**src/hw/stp_pkg.sv**
```systemverilog
// Constants and carrier types for the SDRAM timing, paging and throttle block.
// Assumes one 200 MHz core clock; all windows are counted in core clocks.
package stp_pkg;

  localparam int unsigned ROWS       = 8;
  localparam int unsigned BANKS      = 4;
  localparam int unsigned PAGE_W     = 13;
  localparam int unsigned ENGINES    = 2;
  localparam int unsigned ENG_WRITE  = 0;
  localparam int unsigned ENG_READ   = 1;
  localparam int unsigned CTRL_EN    = 2;
  localparam logic [2:0]  TIME_SLOW  = 3'h3;
  localparam logic [2:0]  TIME_FAST  = 3'h2;
  localparam logic [2:0]  LEAD_SLOW  = 3'h4;
  localparam logic [2:0]  LEAD_FAST  = 3'h3;
  localparam logic [2:0]  ADDR_FAST  = 3'h2;
  localparam logic [2:0]  ADDR_SLOW  = 3'h3;

  typedef enum logic {STP_MONITOR, STP_THROTTLE} stp_regime_t;

  typedef struct packed {
    logic column_latency_sel;
    logic row_to_col_delay_sel;
    logic row_precharge_sel;
    logic leadoff_select_timing;
  } stp_timing_t;

  typedef struct packed {
    logic [31:0] sample_window;
    logic [31:0] qw_threshold;
    logic [5:0]  throttle_time;
    logic [15:0] throttle_window;
    logic [15:0] throttle_budget;
    logic [2:0]  ctrl;
  } stp_eng_cfg_t;

  typedef struct packed {
    stp_regime_t regime;
    logic [31:0] win_cnt;
    logic [31:0] qw_cnt;
    logic [5:0]  mult_cnt;
    logic [15:0] tw_cnt;
    logic [15:0] used;
    logic        mask;
  } stp_eng_t;

  typedef struct packed {
    logic             valid;
    logic             write;
    logic [2:0]       row;
    logic [1:0]       bank;
    logic [PAGE_W-1:0] page;
    logic             sap_class;
    logic             posted_match;
  } stp_req_t;

  typedef struct packed {
    logic grant;
    logic write;
    logic autoprecharge;
    logic page_hit;
    logic page_conflict;
    logic refresh;
  } stp_grant_t;

endpackage

```
**src/hw/stp_sdram_throttle.sv**
```systemverilog
// SDRAM timing selection, open-page tracking, arbitration gate and the
// write and read power-throttle engines.
// Assumes requests and quadword pulses come from logic on core_clk_in.
`timescale 1ns/100ps
module stp_sdram_throttle (
  input  wire logic                         core_clk_in,
  input  wire logic                         rstn_in,
  input  wire logic                         timing_wr_in,
  input  wire stp_pkg::stp_timing_t         timing_in,
  input  wire logic [1:0]                   thr_cfg_wr_in,
  input  wire stp_pkg::stp_eng_cfg_t        thr_cfg_in,
  input  wire logic                         lock_wr_in,
  input  wire logic                         serr_en_wr_in,
  input  wire logic                         serr_en_in,
  input  wire logic [7:0]                   two_bank_rows_in,
  input  wire logic                         selective_autoprecharge_in,
  input  wire stp_pkg::stp_req_t            req_in,
  input  wire logic                         refresh_req_in,
  input  wire logic                         write_qw_in,
  input  wire logic                         read_qw_in,
  output logic [2:0]                        cas_latency_out,
  output logic [2:0]                        row_to_col_out,
  output logic [2:0]                        precharge_out,
  output logic [2:0]                        leadoff_cs_clock_out,
  output logic [2:0]                        addr_cmd_clock_out,
  output stp_pkg::stp_grant_t               grant_out,
  output logic [1:0]                        throttling_out,
  output logic [1:0]                        masking_out,
  output logic                              throttle_settings_lock_out,
  output logic                              serr_out
);

  typedef struct packed {
    stp_pkg::stp_timing_t                         timing;
    stp_pkg::stp_eng_cfg_t [stp_pkg::ENGINES-1:0] cfg;
    stp_pkg::stp_eng_t [stp_pkg::ENGINES-1:0]     eng;
    logic                                         lock;
    logic                                         serr_en;
    logic                                         serr;
    logic [stp_pkg::ROWS-1:0][stp_pkg::BANKS-1:0] open_v;
    logic [stp_pkg::ROWS-1:0][stp_pkg::BANKS-1:0][stp_pkg::PAGE_W-1:0] open_pg;
    stp_pkg::stp_grant_t                          grant;
  } stp_state_t;

  stp_state_t state_r;
  stp_state_t state_nxt;

  ////////////////////////////////////////////////////////////////////////////
  // Timing selects

  function automatic logic [2:0] sel_clocks(input logic slow);
    sel_clocks = slow ? stp_pkg::TIME_SLOW : stp_pkg::TIME_FAST;
  endfunction

  // Two-bank rows fold the bank field onto its low bit
  function automatic logic [1:0] bank_sel(input logic two, input logic [1:0] b);
    bank_sel = two ? {1'b0, b[0]} : b;
  endfunction

  ////////////////////////////////////////////////////////////////////////////
  // One throttle engine step; both engines share it so they cannot drift

  function automatic stp_pkg::stp_eng_t eng_step(input stp_pkg::stp_eng_cfg_t c,
                                                 input stp_pkg::stp_eng_t    e,
                                                 input logic                 qw);
    stp_pkg::stp_eng_t n;
    logic              win_end;
    logic              tw_end;
    n       = e;
    win_end = (e.win_cnt >= c.sample_window - 32'h1);
    tw_end  = (e.tw_cnt >= c.throttle_window - 16'h1);
    if (!c.ctrl[stp_pkg::CTRL_EN]) begin
      n = '0;
    end else begin
      n.win_cnt = win_end ? 32'h0 : e.win_cnt + 32'h1;
      unique case (e.regime)
        stp_pkg::STP_MONITOR: begin
          // Saturate so a long window cannot wrap below the threshold
          if (qw && e.qw_cnt != 32'hFFFFFFFF) begin
            n.qw_cnt = e.qw_cnt + 32'h1;
          end
          n.mask = 1'b0;
          if (win_end) begin
            // Judge on the updated count so a quadword in the last clock is not lost
            if (n.qw_cnt > c.qw_threshold) begin
              n.regime = stp_pkg::STP_THROTTLE;
            end
            n.qw_cnt   = 32'h0;
            n.mult_cnt = 6'h0;
            n.tw_cnt   = 16'h0;
            n.used     = 16'h0;
          end
        end
        stp_pkg::STP_THROTTLE: begin
          if (tw_end) begin
            n.tw_cnt = 16'h0;
            n.used   = 16'h0;
          end else begin
            n.tw_cnt = e.tw_cnt + 16'h1;
            if (qw && e.used != 16'hFFFF) begin
              n.used = e.used + 16'h1;
            end
          end
          n.mask = (n.used >= c.throttle_budget);
          if (win_end) begin
            n.mult_cnt = e.mult_cnt + 6'h1;
            if (e.mult_cnt + 6'h1 >= c.throttle_time) begin
              n = '0;
              n.regime = stp_pkg::STP_MONITOR;
            end
          end
        end
      endcase
    end
    eng_step = n;
  endfunction

  ////////////////////////////////////////////////////////////////////////////
  // Next state

  always_comb begin
    logic [1:0] bank;
    logic       hit;
    logic       open;
    logic       blocked;
    logic       ap;
    bank      = '0;
    hit       = 1'b0;
    open      = 1'b0;
    blocked   = 1'b0;
    ap        = 1'b0;
    state_nxt = state_r;

    if (timing_wr_in) begin
      state_nxt.timing = timing_in;
    end
    for (int i = 0; i < stp_pkg::ENGINES; i++) begin
      if (thr_cfg_wr_in[i] && !state_r.lock) begin
        state_nxt.cfg[i] = thr_cfg_in;
      end
    end
    if (lock_wr_in) begin
      state_nxt.lock = 1'b1;
    end
    if (serr_en_wr_in) begin
      state_nxt.serr_en = serr_en_in;
    end

    // Engines are stepped separately from their own quadword streams
    state_nxt.eng[stp_pkg::ENG_WRITE] = eng_step(state_r.cfg[stp_pkg::ENG_WRITE],
                                                 state_r.eng[stp_pkg::ENG_WRITE],
                                                 write_qw_in);
    state_nxt.eng[stp_pkg::ENG_READ]  = eng_step(state_r.cfg[stp_pkg::ENG_READ],
                                                 state_r.eng[stp_pkg::ENG_READ],
                                                 read_qw_in);
    state_nxt.serr = state_r.serr_en &&
                     (state_r.eng[0].regime == stp_pkg::STP_THROTTLE ||
                      state_r.eng[1].regime == stp_pkg::STP_THROTTLE);

    // Page lookup runs on the offered request, ahead of the DRAM access
    bank    = bank_sel(two_bank_rows_in[req_in.row], req_in.bank);
    open    = state_r.open_v[req_in.row][bank];
    hit     = open && (state_r.open_pg[req_in.row][bank] == req_in.page);
    blocked = state_r.eng[stp_pkg::ENG_READ].mask ||
              (state_r.eng[stp_pkg::ENG_WRITE].mask &&
               (req_in.write || req_in.posted_match));
    ap      = selective_autoprecharge_in && req_in.sap_class;

    state_nxt.grant = '0;
    if (refresh_req_in) begin
      // Refresh wins over masking; all banks precharge before it
      state_nxt.grant.refresh = 1'b1;
      state_nxt.open_v        = '0;
    end else if (req_in.valid && !blocked) begin
      state_nxt.grant.grant         = 1'b1;
      state_nxt.grant.write         = req_in.write;
      state_nxt.grant.autoprecharge = ap;
      state_nxt.grant.page_hit      = hit;
      state_nxt.grant.page_conflict = open && !hit;
      // Pages stay open on handoff except on autoprecharge cycles; no count of open rows is kept
      state_nxt.open_v[req_in.row][bank]  = !ap;
      state_nxt.open_pg[req_in.row][bank] = req_in.page;
    end
  end

  always_ff @(posedge core_clk_in or negedge rstn_in) begin
    if (!rstn_in) begin
      state_r <= '0;
    end else begin
      state_r <= state_nxt;
    end
  end

  ////////////////////////////////////////////////////////////////////////////
  // Outputs

  always_ff @(posedge core_clk_in or negedge rstn_in) begin
    if (!rstn_in) begin
      cas_latency_out      <= stp_pkg::TIME_FAST;
      row_to_col_out       <= stp_pkg::TIME_FAST;
      precharge_out        <= stp_pkg::TIME_FAST;
      leadoff_cs_clock_out <= stp_pkg::LEAD_FAST;
      addr_cmd_clock_out   <= stp_pkg::ADDR_FAST;
    end else begin
      cas_latency_out      <= sel_clocks(state_nxt.timing.column_latency_sel);
      row_to_col_out       <= sel_clocks(state_nxt.timing.row_to_col_delay_sel);
      precharge_out        <= sel_clocks(state_nxt.timing.row_precharge_sel);
      leadoff_cs_clock_out <= state_nxt.timing.leadoff_select_timing ?
                              stp_pkg::LEAD_SLOW : stp_pkg::LEAD_FAST;
      addr_cmd_clock_out   <= state_nxt.timing.leadoff_select_timing ?
                              stp_pkg::ADDR_SLOW : stp_pkg::ADDR_FAST;
    end
  end

  always_comb begin
    grant_out                  = state_r.grant;
    throttle_settings_lock_out = state_r.lock;
    serr_out                   = state_r.serr;
    for (int i = 0; i < stp_pkg::ENGINES; i++) begin
      throttling_out[i] = (state_r.eng[i].regime == stp_pkg::STP_THROTTLE);
      masking_out[i]    = state_r.eng[i].mask;
    end
  end
endmodule

```
**config.mk**
```make
export PLATFORM = sky130hd
export DESIGN_NAME = stp_sdram_throttle
export DESIGN_NICKNAME = d
export VERILOG_FILES = /design/src/hw/stp_pkg.sv /design/src/hw/stp_sdram_throttle.sv
export SDC_FILE = /design/constraint.sdc
export NUM_CORES = 2
export LEC_CHECK = 0
export BUFFER_PORTS_ARGS = -buffer_cell sky130_fd_sc_hd__buf_2
export CAP_MARGIN = 20
export CORE_UTILIZATION = 50
export DETAILED_ROUTE_END_ITERATION = 6
export PLACE_DENSITY = 0.69
export SYNTH_ARGS = -nofsm -noshare
export SYNTH_HDL_FRONTEND = slang
export SYNTH_SLANG_ARGS = --single-unit
```
**constraint.sdc**
```tcl
create_clock -name core_clk_in -period 5.2 [get_ports core_clk_in]
set_input_delay 1.04 -clock core_clk_in [delete_from_list [all_inputs] [get_ports core_clk_in]]
set_output_delay 1.04 -clock core_clk_in [all_outputs]
set_load 0.02 [all_outputs]
```
==> impl_metrics.csv <==
group,metric,value,unit
timing,hold_ws,0.394,ns
clock_tree,cts_buffer_depth,3,
job,cap_viol_max_count,0,
timing,min_period,5.16,ns
power,design_power_total,17.8,mW
power,p_leak,25.0,nW
worst_setup_path,cp-start-kind,"flop",
cells_and_area,fillCellCount,7804,
global_route,grt_use_met3,0.0360,
floorplanning,ioPinCount,178,
timing,finalSetupViolations,0,
timing,finClkSkew,0.0223,ns
route,drcViolationCount,0,
route,wire_per_inst,21.2,um
worst_setup_path,crit_slowest_cell,"or4b_4",
clock_tree,htree_levels,3,
global_route,gr-usage-met1,0.349,
floorplanning,initial_core_util,0.508,
status,status,"finished, final reports clean",
yosys,ys_ff_latch,876,
floorplanning,dieArea,95000,um2
yosys,yosys_warnings,0,
place,port_buffers,167,
route,via_count,34100,
place,pre_cts_slack,-0.0602,ns
timing,rsz0062_at_grt,"yes",
floorplanning,core_region_area,92200,um2
worst_setup_path,arrival,5.73,ns
yosys,ys_seq_area_frac,0.468,
cells_and_area,layout_commonest_cell,"dfrtp_1",
timing,finalWorstSetupSlack,0.0392,ns
clock_tree,clk_root_buffer_cell,"clkbuf_16",
worst_setup_path,critPathCaptureType,"flop",
timing,finalHoldViolCount,0,
global_route,antenna_found_initial,4,
route,drt-initial-drc-count,2906,
cells_and_area,final_area,53400,um2
worst_setup_path,crit_chain,"inv_2 > ha_4 > or4b_4 > nor4_4 > nand2_2 > nor2_4 > nand2_2 > or4_4 > or4_4 > nor4_4 > xnor2_1 > ha_1 > nand4_1 > nor3_2 > or4b_4 > o211ai_1 > buf_4 > nor3_4 > buf_6 > buf_6 > clkbuf_16 > a22o_1",
timing,drv_slew,0,
clock_tree,clk_pin_slew_worst_paths,0.06,ns
yosys,synth_flop_cell,"dfrtp_1",
timing,tightest_slew,1.13,ns
route,routed_wl,122000,um
cells_and_area,nets,4833,
yosys,ys_types,89,
route,vias_per_cell,5.89,
global_route,grt_busiest_layer,"met2",
cells_and_area,drive_gt1_frac,0.253,
yosys,postSynth.asyncResetShare,1.00,
route,ant_nets,0,
cells_and_area,final_cell_mix,"875 x dfrtp_1, 539 x mux2_2, 375 x nand2_1",
global_route,grt_max_degree,160,
global_route,grt_pass1_wl,193000,um
global_route,grt_use_total,0.257,
floorplanning,die_w,308,um
worst_setup_path,critPathKind,"flop to flop",
place,dp_hpwl,81600,um
yosys,syn_area,46900,um2
power,pwr_density_cell,334,nW/um2
global_route,grtUsageMet2,0.423,
clock_tree,cts_tree,"done",
place,place.gp.congestion,0.850,
yosys,avgSynthCellArea,10.9,um2
timing,relSlewSlack,0.244,
floorplanning,die-height,308,um
worst_setup_path,worstPathRequired,5.77,ns
clock_tree,cts.sinks,876,
worst_setup_path,crit_fanout,7,
timing,timing.fmax,194,MHz
min_path,hold_path.class,"primary input to async pin",
floorplanning,std_cell_rows,111,
timing,period_share,0.992,
power,ir_worst_vdd,0.000276,V
worst_setup_path,max_stage_delay,0.51,ns
global_route,gr-total-overflow,0,
cells_and_area,area_growth,13.9,%
clock_tree,clk_latency,0.68,ns
yosys,synth_edf_count,0,
global_route,grt_pass1_vias,33900,
route,dr.pass1.iters,6,
yosys,synth_cells,4297,
place,place_area,49500,um2
clock_tree,cts-buffers-inserted,96,
cells by family (layout without fill, tap and decap cells):
group	Yosys count	count (layout)	share of synthesized area
compound gates	749	749	0.107
xor+xnor	260	260	0.0486
fa+ha+maj	218	218	0.0582
buf+inv	406	646	0.0361
flops	876	876	0.468
mux	667	667	0.168
other cells	2	10	0.000160
simple gates	1119	1119	0.115
sequential cells by signal, summed over array words and instances, names as in the netlist:
name	flops
masking_out	2
state_r	859
cas_latency_out	1
serr_out	1
grant_out	6
throttling_out	2
precharge_out	1
row_to_col_out	1
leadoff_cs_clock_out	1
throttle_settings_lock_out	1
addr_cmd_clock_out	1
synth_stat cells (all sizes together), types with 60 or more instances:
cell | instances | area share
dfrtp | 875 | 0.47
mux2 | 571 | 0.14
nand2 | 379 | 0.030
nor2 | 295 | 0.024
ha | 218 | 0.058
o21ai | 215 | 0.023
clkbuf | 150 | 0.012
xnor2 | 147 | 0.027
inv | 139 | 0.011
a21oi | 125 | 0.013
buf | 117 | 0.013
xor2 | 113 | 0.021
nand3 | 84 | 0.0091
a21o | 65 | 0.010
a22o | 65 | 0.012
nor3 | 60 | 0.0069
worst max-delay path: cells and delay by family, from the launching register on:
kind | cells | cell delay (ns)
flip-flops | 1 | 0.39
buffers and inverters | 5 | 0.79
adder cells (fa/ha/maj) | 2 | 0.44
AND/OR/NAND/NOR | 12 | 2.97
XOR/XNOR | 1 | 0.10
AO/OA/AOI/OAI | 2 | 0.36
final cells by class:
type / count / area (um2) / share of cell area
flip-flops and latches: 876 / 21900 / 0.411
clock buffers: 131 / 2780 / 0.0520
well taps: 1243 / 1560 / 0.0291
inverters: 139 / 522 / 0.00977
repair buffers: 330 / 2490 / 0.0466
clock inverters: 46 / 621 / 0.0116
multi-input cells: 3021 / 23500 / 0.440
diodes: 2 / 5.00 / 0.0000937
per-layer routing:
| metal | routed length [um] | part of all wire |
|---|---|---|
| met1 | 53300 | 0.44 |
| met4 | 4100 | 0.033 |
| met2 | 58400 | 0.48 |
| met5 | 0 | 0 |
| met3 | 6590 | 0.054 |
metrics by stage:
step / instances / util / setup TNS (ns)
2_1_floorplan: 4303 / - / 0
3_3_place_gp: 5590 / 0.537 / 0
3_5_place_dp: 5590 / 0.537 / -0.606
4_1_cts: 5767 / 0.574 / 0
5_1_grt: 5788 / 0.579 / -4.65
6_report: 5788 / 0.579 / 0
what timing repair did:
item	in CTS	in global routing
setup endpoints to repair	16	134
resized for setup	3	50
setup buffers	0	11
pin swaps	0	34
endpoints found under the hold margin	0	0
hold buffers	0	0
gates cloned	0	9
final timing paths:
path / startpoint / endpoint / slack [ns] / depth (start not counted)
worst min-delay path: rstn_in / state_r[423] / 0.39 / 1
worst max register to register: state_r[738] / state_r[472] / 0.04 / 22
min in group core_clk_in: addr_cmd_clock_out[0] / leadoff_cs_clock_out[1] / 0.44 / 1
worst max-delay path: state_r[738] / state_r[472] / 0.04 / 22
max in group asynchronous: rstn_in / state_r[252] / 3.58 / 2
worst min register to register: addr_cmd_clock_out[0] / leadoff_cs_clock_out[1] / 0.44 / 1
report_power, final:
group          switching, mW  internal, mW  leakage (nW)
clock                   2.92          4.39          1.68
combinational           1.34          1.22          11.8
sequential             0.437          7.53          11.5
total                   4.70          13.1          25.0
Power figures use the tool's default switching activity.
